===== config.mk =====
export PLATFORM = sky130hd
export DESIGN_NAME = rfg_dev_flat
export DESIGN_NICKNAME = d
export VERILOG_FILES = /design/src/core/rfg_pkg.sv /design/src/core/rfg_link_if.sv /design/src/core/rfg_detect.sv /design/src/core/rfg_dev.sv /design/src/flat_wrapper.sv
export SDC_FILE = /design/constraint.sdc
export NUM_CORES = 1
export LEC_CHECK = 0
export CORE_ASPECT_RATIO = 1.4
export CORE_MARGIN = 2
export CORE_UTILIZATION = 30
export CTS_BUF_LIST = sky130_fd_sc_hd__clkbuf_4
export DETAILED_ROUTE_END_ITERATION = 6
export DONT_BUFFER_PORTS = 1
export GPL_TIMING_DRIVEN = 0
export PLACE_DENSITY = 0.52
export RECOVER_POWER = 50
export SLEW_MARGIN = 0
export SYNTH_ARGS = -nofsm -noshare
export SYNTH_HDL_FRONTEND = slang
export SYNTH_HIERARCHICAL = 1
export SYNTH_SLANG_ARGS = --single-unit

===== constraint.sdc =====
create_clock -name CORE_CLK -period 2.12 [get_ports CORE_CLK]
set_clock_uncertainty 0.05 [all_clocks]
set_input_delay 0.318 -clock CORE_CLK [delete_from_list [all_inputs] [get_ports CORE_CLK]]
set_output_delay 0.318 -clock CORE_CLK [all_outputs]
set_load 0.03 [all_outputs]

===== src/core/rfg_pkg.sv =====
// Shared constants, types and helpers for the front-amplifier gain control
package rfg_pkg;

  localparam int GAIN_W = 3;
  localparam int LEVEL_W = 8;
  localparam int HOLDOFF_W = 8;
  localparam int HOLD_CNT_W = 12;

  // Gain code encodings
  localparam logic [GAIN_W-1:0] GAIN_AUTO = 3'h0;
  localparam logic [GAIN_W-1:0] GAIN_STEP_MAX = 3'h1;
  localparam logic [GAIN_W-1:0] GAIN_STEP_MIN = 3'h6;
  localparam logic [GAIN_W-1:0] GAIN_RSVD = 3'h7;

  // Consecutive qualifying samples needed to leave the wait state
  localparam logic [1:0] DETECT_RUN = 2'h2;

  // Signal margins above the detect level at which the loop steps gain down
  localparam logic [4:0][LEVEL_W-1:0] AGC_STEP_TH = {8'h50, 8'h3C, 8'h28, 8'h14, 8'h0A};

  // Holdoff time base: one holdoff unit is 1 us
  localparam int CLK_PERIOD_NS = 100;
  localparam int HOLDOFF_UNIT_NS = 1000;
  localparam int HOLDOFF_UNIT_CYC_I = (HOLDOFF_UNIT_NS + CLK_PERIOD_NS - 1) / CLK_PERIOD_NS;
  localparam logic [HOLD_CNT_W-1:0] HOLDOFF_UNIT_CYC = HOLD_CNT_W'(HOLDOFF_UNIT_CYC_I);

  // Wishbone register map (byte addresses, word aligned)
  localparam int WB_AW = 4;
  localparam logic [WB_AW-1:0] REG_CTRL = 4'h0;
  localparam logic [WB_AW-1:0] REG_LEVEL = 4'h4;
  localparam logic [WB_AW-1:0] REG_STATUS = 4'h8;

  // CTRL fields
  localparam int CTRL_GAIN_LSB = 0;
  localparam int CTRL_REARM_EN_BIT = 3;
  localparam int CTRL_CONT_BIT = 4;
  localparam int CTRL_RESTART_BIT = 8;
  localparam int CTRL_DRAINED_BIT = 9;
  // LEVEL fields
  localparam int LEVEL_LSB = 0;
  localparam int HOLDOFF_LSB = 8;
  // STATUS fields
  localparam int STAT_GAIN_LSB = 0;
  localparam int STAT_WAIT_BIT = 4;

  // Reset values
  localparam logic [LEVEL_W-1:0] LEVEL_RST = 8'hE4;
  localparam logic [HOLDOFF_W-1:0] HOLDOFF_RST = 8'h00;

  typedef enum logic [1:0] {ST_IDLE, ST_WAIT, ST_HOLD, ST_HOLDOFF} rfg_agc_st_t;

  // Fixed step codes are 1..6; auto and reserved are not
  function automatic logic gain_is_fixed(input logic [GAIN_W-1:0] code);
    gain_is_fixed = (code >= GAIN_STEP_MAX) && (code <= GAIN_STEP_MIN);
  endfunction

  // Holdoff setting in units converted to clock cycles
  function automatic logic [HOLD_CNT_W-1:0] holdoff_cycles(input logic [HOLDOFF_W-1:0] units);
    logic [2*HOLD_CNT_W-1:0] prod;
    prod = {{(2*HOLD_CNT_W-HOLDOFF_W){1'b0}}, units} * {{HOLD_CNT_W{1'b0}}, HOLDOFF_UNIT_CYC};
    holdoff_cycles = prod[HOLD_CNT_W-1:0];
  endfunction

endpackage


===== src/core/rfg_link_if.sv =====
// Link between the gain-control host end and the device end
`timescale 1ns/1ps
interface rfg_link_if;
  import rfg_pkg::*;
  logic [GAIN_W-1:0] gain_code;
  logic [LEVEL_W-1:0] signal_detect_level;
  logic [HOLDOFF_W-1:0] rearm_holdoff_delay;
  logic auto_rearm_enable;
  logic cont_mode;
  logic rearm_request;
  logic fifo_drained;
  logic [GAIN_W-1:0] applied_gain_readback;
  logic waiting;

  modport dev (
    input gain_code,
    input signal_detect_level,
    input rearm_holdoff_delay,
    input auto_rearm_enable,
    input cont_mode,
    input rearm_request,
    input fifo_drained,
    output applied_gain_readback,
    output waiting
  );

  modport host (
    output gain_code,
    output signal_detect_level,
    output rearm_holdoff_delay,
    output auto_rearm_enable,
    output cont_mode,
    output rearm_request,
    output fifo_drained,
    input applied_gain_readback,
    input waiting
  );
endinterface


===== src/core/rfg_detect.sv =====
// Counts back-to-back signal-strength samples above the detect level
`timescale 1ns/1ps
module rfg_detect
  import rfg_pkg::*;
(
  input wire logic clk,
  input wire logic rst,
  input wire logic ce,
  input wire logic clear,
  input wire logic sample_valid,
  input wire logic [LEVEL_W-1:0] signal_strength_sample,
  input wire logic [LEVEL_W-1:0] signal_detect_level,
  output logic hit
);

  typedef struct packed {
    logic [1:0] run;
  } rfg_det_state_t;

  rfg_det_state_t s;
  rfg_det_state_t next_s;

  // Run length of qualifying samples, saturating at the target
  always_comb
  begin
    next_s = s;
    if (clear)
    begin
      next_s.run = 2'h0;
    end
    else if (sample_valid)
    begin
      if (signal_strength_sample > signal_detect_level)
      begin
        if (s.run != DETECT_RUN)
        begin
          next_s.run = s.run + 2'h1;
        end
      end
      else
      begin
        next_s.run = 2'h0;
      end
    end
  end

  always_ff @(posedge clk or posedge rst)
  begin
    if (rst)
    begin
      s <= '0;
    end
    else if (ce)
    begin
      s <= next_s;
    end
  end

  assign hit = (s.run == DETECT_RUN);

endmodule


===== src/core/rfg_dev.sv =====
// Device end: front-amplifier gain selection and automatic gain loop
//
// Added by the designer: register access over Wishbone and the address map.
`timescale 1ns/1ps
module rfg_dev
  import rfg_pkg::*;
(
  input wire logic CORE_CLK,
  input wire logic RST,
  input wire logic CE,
  rfg_link_if.dev LINK,
  input wire logic RX_ENABLE,
  input wire logic SAMPLE_VALID,
  input wire logic [LEVEL_W-1:0] SIGNAL_STRENGTH_SAMPLE,
  output logic [GAIN_W-1:0] FRONT_AMP_GAIN,
  output logic WAITING
);

  typedef struct packed {
    rfg_agc_st_t st;
    logic [GAIN_W-1:0] gain;
    logic [HOLD_CNT_W-1:0] hold_cnt;
    logic waiting;
  } rfg_dev_state_t;

  rfg_dev_state_t s;
  rfg_dev_state_t next_s;
  logic det_hit;
  logic det_clear;
  logic auto_mode;

  // Automatic loop runs only with the default gain code
  assign auto_mode = (LINK.gain_code == GAIN_AUTO);

  // Detector restarts whenever we are not actually waiting
  assign det_clear = (s.st != ST_WAIT) || !RX_ENABLE || !auto_mode || LINK.rearm_request;

  rfg_detect rfg_detect_i (
    .clk(CORE_CLK),
    .rst(RST),
    .ce(CE),
    .clear(det_clear),
    .sample_valid(SAMPLE_VALID),
    .signal_strength_sample(SIGNAL_STRENGTH_SAMPLE),
    .signal_detect_level(LINK.signal_detect_level),
    .hit(det_hit)
  );

  // Stronger signals get lower gain: step down once per crossed threshold.
  // Margin is measured above the detect level, so it tracks host tuning.
  function automatic logic [GAIN_W-1:0] pick_gain(
    input logic [LEVEL_W-1:0] sample,
    input logic [LEVEL_W-1:0] level
  );
    logic [LEVEL_W-1:0] margin;
    logic [GAIN_W-1:0] g;
    margin = (sample > level) ? LEVEL_W'(sample - level) : '0;
    g = GAIN_STEP_MAX;
    for (int i = 0; i < $size(AGC_STEP_TH); i++)
    begin
      if (margin >= AGC_STEP_TH[i])
      begin
        g = GAIN_W'(GAIN_STEP_MAX + GAIN_W'(i + 1));
      end
    end
    pick_gain = g;
  endfunction

  // Gain-loop sequencing
  always_comb
  begin
    next_s = s;
    if (!RX_ENABLE)
    begin
      next_s.st = ST_IDLE;
      next_s.hold_cnt = '0;
    end
    else
    begin
      unique case (s.st)
        ST_IDLE:
        begin
          next_s.st = ST_WAIT;
        end
        ST_WAIT:
        begin
          if (det_hit && auto_mode)
          begin
            next_s.gain = pick_gain(SIGNAL_STRENGTH_SAMPLE, LINK.signal_detect_level);
            next_s.st = ST_HOLD;
          end
        end
        ST_HOLD:
        begin
          // No rearm: gain carries into the next packet unchanged
          if (!LINK.cont_mode && LINK.auto_rearm_enable && LINK.fifo_drained)
          begin
            next_s.st = ST_HOLDOFF;
            next_s.hold_cnt = holdoff_cycles(LINK.rearm_holdoff_delay);
          end
        end
        ST_HOLDOFF:
        begin
          // Lets the far transmitter ramp down before we listen again
          if (s.hold_cnt == '0)
          begin
            next_s.st = ST_WAIT;
          end
          else
          begin
            next_s.hold_cnt = s.hold_cnt - HOLD_CNT_W'(1);
          end
        end
      endcase
      // Restart request overrides the next state and hold count in either transfer mode; a gain picked this cycle still loads
      if (LINK.rearm_request)
      begin
        next_s.st = ST_WAIT;
        next_s.hold_cnt = '0;
      end
    end
    // Fixed codes drive the amplifier directly; reserved code keeps last gain
    if (gain_is_fixed(LINK.gain_code))
    begin
      next_s.gain = LINK.gain_code;
    end
    next_s.waiting = (next_s.st == ST_WAIT) && auto_mode;
  end

  always_ff @(posedge CORE_CLK or posedge RST)
  begin
    if (RST)
    begin
      s.st <= ST_IDLE;
      s.gain <= GAIN_STEP_MAX;
      s.hold_cnt <= '0;
      s.waiting <= 1'b0;
    end
    else if (CE)
    begin
      s <= next_s;
    end
  end

  // Applied gain is visible both to the amplifier and to the host
  assign FRONT_AMP_GAIN = s.gain;
  assign WAITING = s.waiting;
  assign LINK.applied_gain_readback = s.gain;
  assign LINK.waiting = s.waiting;

endmodule


===== src/flat_wrapper.sv =====
// flat-port wrapper written by rule: the top's interface ports become plain ports
module rfg_dev_flat import rfg_pkg::*;
  (CORE_CLK, RST, CE, RX_ENABLE, SAMPLE_VALID, SIGNAL_STRENGTH_SAMPLE, FRONT_AMP_GAIN, WAITING, LINK_gain_code, LINK_signal_detect_level, LINK_rearm_holdoff_delay, LINK_auto_rearm_enable, LINK_cont_mode, LINK_rearm_request, LINK_fifo_drained, LINK_applied_gain_readback, LINK_waiting);
  rfg_link_if LINK_i ();
  input wire logic CORE_CLK;
  input wire logic RST;
  input wire logic CE;
  input wire logic RX_ENABLE;
  input wire logic SAMPLE_VALID;
  input wire logic [LEVEL_W-1:0] SIGNAL_STRENGTH_SAMPLE;
  output logic [GAIN_W-1:0] FRONT_AMP_GAIN;
  output logic WAITING;
  input wire logic [$bits(LINK_i.gain_code)-1:0] LINK_gain_code;
  input wire logic [$bits(LINK_i.signal_detect_level)-1:0] LINK_signal_detect_level;
  input wire logic [$bits(LINK_i.rearm_holdoff_delay)-1:0] LINK_rearm_holdoff_delay;
  input wire logic [$bits(LINK_i.auto_rearm_enable)-1:0] LINK_auto_rearm_enable;
  input wire logic [$bits(LINK_i.cont_mode)-1:0] LINK_cont_mode;
  input wire logic [$bits(LINK_i.rearm_request)-1:0] LINK_rearm_request;
  input wire logic [$bits(LINK_i.fifo_drained)-1:0] LINK_fifo_drained;
  output wire logic [$bits(LINK_i.applied_gain_readback)-1:0] LINK_applied_gain_readback;
  output wire logic [$bits(LINK_i.waiting)-1:0] LINK_waiting;
  assign LINK_i.gain_code = LINK_gain_code;
  assign LINK_i.signal_detect_level = LINK_signal_detect_level;
  assign LINK_i.rearm_holdoff_delay = LINK_rearm_holdoff_delay;
  assign LINK_i.auto_rearm_enable = LINK_auto_rearm_enable;
  assign LINK_i.cont_mode = LINK_cont_mode;
  assign LINK_i.rearm_request = LINK_rearm_request;
  assign LINK_i.fifo_drained = LINK_fifo_drained;
  assign LINK_applied_gain_readback = LINK_i.applied_gain_readback;
  assign LINK_waiting = LINK_i.waiting;
  rfg_dev u_core (.CORE_CLK(CORE_CLK), .RST(RST), .CE(CE), .LINK(LINK_i), .RX_ENABLE(RX_ENABLE), .SAMPLE_VALID(SAMPLE_VALID), .SIGNAL_STRENGTH_SAMPLE(SIGNAL_STRENGTH_SAMPLE), .FRONT_AMP_GAIN(FRONT_AMP_GAIN), .WAITING(WAITING));
endmodule

Word-level counts from Yosys, hierarchy flattened --
Index checks and enable logic that the tools add are counted. W data, S select, Z words.
Word-level totals: flip-flop bits (word level) 20, input port bits 36, output and inout port bits 8, word-level logic and storage cells 73
Cells by class: $add $sub $neg 3, multiply operators 1, magnitude comparators 8, equality and inequality tests 11, muxes and demuxes 24, reduce and logical (&&, ||, !) cells 21
Operators by type and width (number):
- $mux W12 | 4
- $pmux W12 S2 | 1
- $mux W2 | 10
- $mux W3 | 6
- $ge A8 B6 Y1 const B | 2
- $logic_not A12 Y1 | 1
- $sub A12 B1 Y12 const B | 1
- $mul A8 B3 Y11 const B | 1
- $ge A8 B4 Y1 const B | 1
- $ge A8 B5 Y1 const B | 1
- $ge A8 B7 Y1 const B | 1
- $gt A8 B8 Y1 | 1
- $mux W8 | 1
- $pmux W2 S4 | 1
- $reduce_and A4 Y1 | 2
- $reduce_bool A2 Y1 | 4
- $sub A8 B8 Y8 | 1
- $eq A2 B2 Y1 const B | 3
- $logic_and A1 B1 Y1 | 5
- $mux W5 | 1
- $eq A2 B1 Y1 const B | 2
- $ne A4 B1 Y1 const B | 1
- $ne A4 B3 Y1 const B | 1
- $ne A4 B4 Y1 const B | 1
- 11 further kinds | 15

Longest topological paths before layout --
depth in word-level cells 14, mapped depth 11, depth with buffers taken out 11

By module --
Netlist, hierarchy kept.
Modules (own cells, without submodules):
- rfg_dev | instances 1, cells each 284, area each 2210.9 um2, seq. area each 451.7 um2
- rfg_detect | instances 1, cells each 43, area each 332.8 um2, seq. area each 50.0 um2

Least setup slack after synthesis --
OpenSTA, ideal clock, no wires.
kind input -> register, from input port SIGNAL_STRENGTH_SAMPLE[0], to register u_core.s, in the netlist u_core/FRONT_AMP_GAIN[1], arrival time 2.127 ns, setup slack -0.139 ns, stages 10, path buffers 0, cell sequence inv_1 > ha_1 > fa_1 > nand2b_1 > a21oi_1 > a221oi_1 > a21oi_1 > a21boi_1 > o211ai_1 > a31oi_1
Between the ends: longest elaborated chain between the ends 12
RTL lines:
- start: declaration | RTL line flat_wrapper.sv:10 | input wire logic [LEVEL_W-1:0] SIGNAL_STRENGTH_SAMPLE;
- $sub A8 B8 Y8 / $gt A8 B8 Y1 (equally long branches) | RTL line rfg_dev.sv:57 | margin = (sample > level) ? LEVEL_W'(sample - level) : '0;
- $mux W8 * | RTL line rfg_dev.sv:57
- $ge A8 B4 Y1 | RTL line rfg_dev.sv:61 | if (margin >= AGC_STEP_TH[i])
- $mux W2 (2 in a row) | RTL line rfg_dev.sv:61
- $mux W3 (2 in a row) | RTL line rfg_dev.sv:61
- $mux W3 * | RTL line rfg_dev.sv:61
- $mux W5 * | RTL line rfg_dev.sv:87 | if (det_hit && auto_mode)
- $mux W3 * | RTL line rfg_dev.sv:80 | unique case (s.st)
- $mux W3 * | RTL line rfg_dev.sv:73 | if (!RX_ENABLE)
- $mux W3 * | RTL line rfg_dev.sv:123 | if (gain_is_fixed(LINK.gain_code))
- end signal: assignment | RTL line rfg_dev.sv:141 | s <= next_s;
- end: declaration | RTL line rfg_dev.sv:26 | rfg_dev_state_t s;
Mark *: on every way between the ends. The rest lies on a longest branch, timed or not. The select of a mux whose other input is x is not followed. A chain may end at the register's enable or synchronous reset.

Worst setup path in the final report --
from register u_core/s[4] in the netlist's numbering, to register u_core/s[1] in the netlist's numbering
Between the ends: longest elaborated chain between the ends 3
RTL lines:
- $logic_not A12 Y1 | RTL line rfg_dev.sv:105 | if (s.hold_cnt == '0)
- $ne A4 B4 Y1 (no line)
- $reduce_and A4 Y1 (no line)
No other way between the ends.

==> flow_results.org <==
** Outcome
- Status :: complete, but fails checks
- Failing checks :: setup timing

** Clocking
- Buffers inserted during clock tree synthesis total 3.
- Maximum root-to-sink buffer count :: 2
- CTS tree :: done
- In this run the number of H-tree levels came out at 1.
- Sink count of the clock tree :: 20
- Clock insertion delay at the later pin of the skew report :: 0.30 ns
- After clock tree synthesis, the clock-pin slew on the worst setup and hold paths is 0.12 ns.
- Clock Tree Root :: clkbuf_4

** Logic synthesis
- Synthesis handed over a netlist of 327 instances.
- The biggest area contributor in the post-synthesis netlist is dfrtp_1.
- Most instantiated library cell after synthesis :: inv_1
- Yosys reg bits :: 20
- Register area share after synthesis :: 19.7%
- The synthesized design contains 0 enable-type register cells.
- A synthesized cell averages 7.78 sq um.
- By area the synthesized netlist is led by dfrtp_1 19%, ha_1 15%, a21oi_1 5.5%.
- Counting flops with an async set or reset pin after synthesis yields a share of 100%.
- For this run, the leading register cell type out of synthesis is dfrtp_1.
- Counting distinct cell types in the post-synthesis netlist gives 65.
- Yosys warns :: 6
- Cell Area, Synth :: 2540 sq um
- After synthesis, the largest area contributor takes up 18.7% of total cell area.
- The number of nets handed over by synthesis was 395.
- Leading post-synthesis cells by instance count :: 34 x inv_1, 30 x ha_1, 28 x a21oi_1, 28 x nor2_1, 24 x nand2_1

** Timing
- After layout, the worst setup slack is -0.0142 ns.
- In the final timing run, aggregate negative setup slack is -0.0142 ns.
- Worst slew pin tran :: 0.724 ns
- Final setup violation count :: 1
- Final worst path period share :: 101%
- Setup repair after global routing could not meet its margin everywhere.
- Static timing analysis puts the maximum clock frequency at 469 MHz.
- Counting I/O delays and the setup requirement, the final critical path takes 2.13 ns.
- Final number of hold-violating endpoints :: 0
- Headroom to the max-slew limit came out at 51.7%.
- Worst-case hold slack :: 0.144 ns
- The final-report max-slew violation count was 0.

** Drt
- Routed length per placed instance :: 14.3 microns
- Number of vias per cell after detailed routing :: 5.28
- Post-detailed-route count of antenna-violating nets :: 0
- Wires add up to 6440 microns.
- First-pass iteration count of the detailed router :: 6
- Detailed-route DRC error count :: 0
- For this block, the via count after detailed routing is 2,382.
- Drt first-iter violations :: 106

** Floorplanning
- Effective utilization at floorplan :: 31.0%
- Die Area :: 9240 sq um
- From bottom edge to top edge, the die measures 113 microns.
- The total area inside the core boundary comes to 8200 sq um.
- Die Span X :: 81.8 microns
- Cell row count :: 39
- 44 I/O pins were placed.

** Critical path
- End of the worst register-to-register path :: u_core/s[1]$_DFFE_PP0P_
- The startpoint identified for the worst register-to-register timing path is u_core/s[4]$_DFFE_PP0P_.
- Launch point of the worst path :: u_core/s[4]$_DFFE_PP0P_
- Counting buffers and inverters, the worst setup path is 8 cells deep.
- Walking the worst path, the cells encountered are nor4_4 -> and3b_2 -> nand4b_1 -> and3b_4 -> o21ai_4 -> buf_6 -> nor3_2 -> a21o_1.
- WP data required :: 2.28 ns
- Slack of the worst reg-to-reg path :: -0.01 ns
- Delay of the slowest critical-path stage :: 0.46 ns
- The worst setup path is launched from a flip-flop.
- The kind of cell with the highest combined delay along the critical path is simple AND/OR/NAND/NOR gates.
- Slowest CP cell :: dfrtp_2
- The setup path with the least slack is of type flip-flop to flip-flop.
- At the worst endpoint, the arrival time is 2.29 ns.
- The number of cells on the worst reg-to-reg path is 8.
- STA classifies the critical path endpoint as a flip-flop.
- Critical Path Fanout Max :: 6
- The number of buffers and inverters on the critical path is 1.

** Pwr
- Pwr/cell area :: 413 nW/um^2
- For this design the static power due to leakage is 1.33 nW.
- Total power for the finished layout comes to 1.20 mW.
- VDD sags by at most 0.174 mV.

** Layout
- Final core occ :: 35.5%
- In the final layout, the share of cells above drive strength 1 is 19.8%.
- Relative to the synthesized area, the layout overhead comes to 14.4%.
- Leaving out filler cells and counting taps, the final layout contains 451.
- Nets@finish :: 417
- Final std cell area, no fill :: 2910 sq um

** Worst hold path
- Startpoint of the worst hold path :: LINK_rearm_holdoff_delay[1]
- The path with the worst hold slack has its endpoint at u_core/s[3]$_DFFE_PP0P_.
- The path class of the tightest hold or removal check is input port to flip-flop.
- Along the worst hold path, the cell count comes to 2.

** Run
- Across the run, the number of max-cap violations was 0.

** Place
- Global placer's final weighted congestion :: 0.854
- IO buf count :: 0
- HPWL after DPL :: 5170 microns
- Once placement finished, the instance area stood at 2690 sq um.
- Number of placed instances, taps included :: 429
- Setup slack at placement :: -0.310 ns

** Global routing
- Global routing used 14.1% of the available tracks across all layers.
- Entering global routing, the biggest net connects 19 pins.
- The first global-routing pass estimated 10,300 microns of wire.
- The number of global-route vias before repair is 2,306.
- Summed over all layers, the global routing overflow is 0.
- The number of antenna violations at the first check in global routing came to 1.
[flip-flops by register name (all words and copies together) (netlist names)]
register / cells
u_core/FRONT_AMP_GAIN: 3
u_core/LINK.waiting: 1
u_core/rfg_detect_i/s: 2
u_core/s: 14
[worst max-delay path by stage]
stage | endpoint | slack (ns)
after detailed placement | u_core/FRONT_AMP_GAIN[1]$_DFFE_PP0P_ | -0.31
final | u_core/s[1]$_DFFE_PP0P_ | -0.01
after floorplan | u_core/FRONT_AMP_GAIN[0]$_DFFE_PP1P_ | 0.007
after CTS | u_core/s[12]$_DFFE_PP0P_ | -0.006
after global placement | u_core/FRONT_AMP_GAIN[1]$_DFFE_PP0P_ | -0.31
after global routing | u_core/s[1]$_DFFE_PP0P_ | -0.07
[logic make-up (layout without fill, tap and decap cells)]
logic type,count (synthesis),in the layout,share of synthesized area (%)
AOI/OAI and AO/OA,99,99,26.2
DFF,20,20,19.7
buffers and inverters,48,69,8.95
xor gates and xnor gates,10,10,3.44
other,0,1,0
adders and majority gates,32,32,16.3
and+or+nand+nor,113,113,23.1
muxes,5,5,2.26
[layout make-up]
type                       count  area [sq um]
fill                         900          5290
multi-input combinational    259          1890
sequential                    20           504
timing repair buffer          17           134
inverter                      34           128
tap                          102           128
buffer                        14           100
clock buffer                   3          22.5
clock inverter                 1          3.75
antenna                        1          2.50
[power breakdown]
group | internal, mW | total [mW] | switching, mW
clock | 0.0686 | 0.185 | 0.116
sequential | 0.399 | 0.417 | 0.0181
combinational | 0.259 | 0.601 | 0.342
total | 0.727 | 1.20 | 0.476
[timing repair]
action	4_1_cts	5_1_grt
endpoints found under the setup margin	11	14
buffers inserted	2	13
endpoints found under the hold margin	19	0
pin swaps	2	13
gates resized for setup	4	14
gates cloned	0	1
hold buffers	1	0
[routing by layer]
layer / share of wire, % / wire (microns) / global-route usage (%)
met2: 54 / 3490 / 26.2
met1: 39 / 2540 / 15.2
met3: 4.1 / 261 / 1.67
met4: 2.3 / 148 / 6.89
met5: 0 / 0 / 0
[layout by cell type, fill, tap and decap left out, types with 3 or more instances in the layout]
| master | instances |
|---|---|
| nand2b_1 | 3 |
| nor2_1 | 27 |
| a21oi_1 | 25 |
| a31oi_1 | 5 |
| inv_1 | 34 |
| nor3_1 | 15 |
| a21oi_2 | 3 |
| nor3b_1 | 4 |
| or3_1 | 4 |
| buf_6 | 3 |
| dfrtp_1 | 17 |
| o31ai_1 | 3 |
| a21o_1 | 6 |
| ha_1 | 28 |
| and3_1 | 3 |
| o21ai_0 | 11 |
| buf_4 | 22 |
| clkbuf_4 | 4 |
| o21ai_1 | 14 |
| nor2b_1 | 5 |
| nand2_1 | 23 |
| xor2_1 | 3 |
| o211ai_1 | 4 |
| xnor2_1 | 7 |
| nand3_1 | 7 |
| o21ai_2 | 4 |
Power figures use the tool's default switching activity.
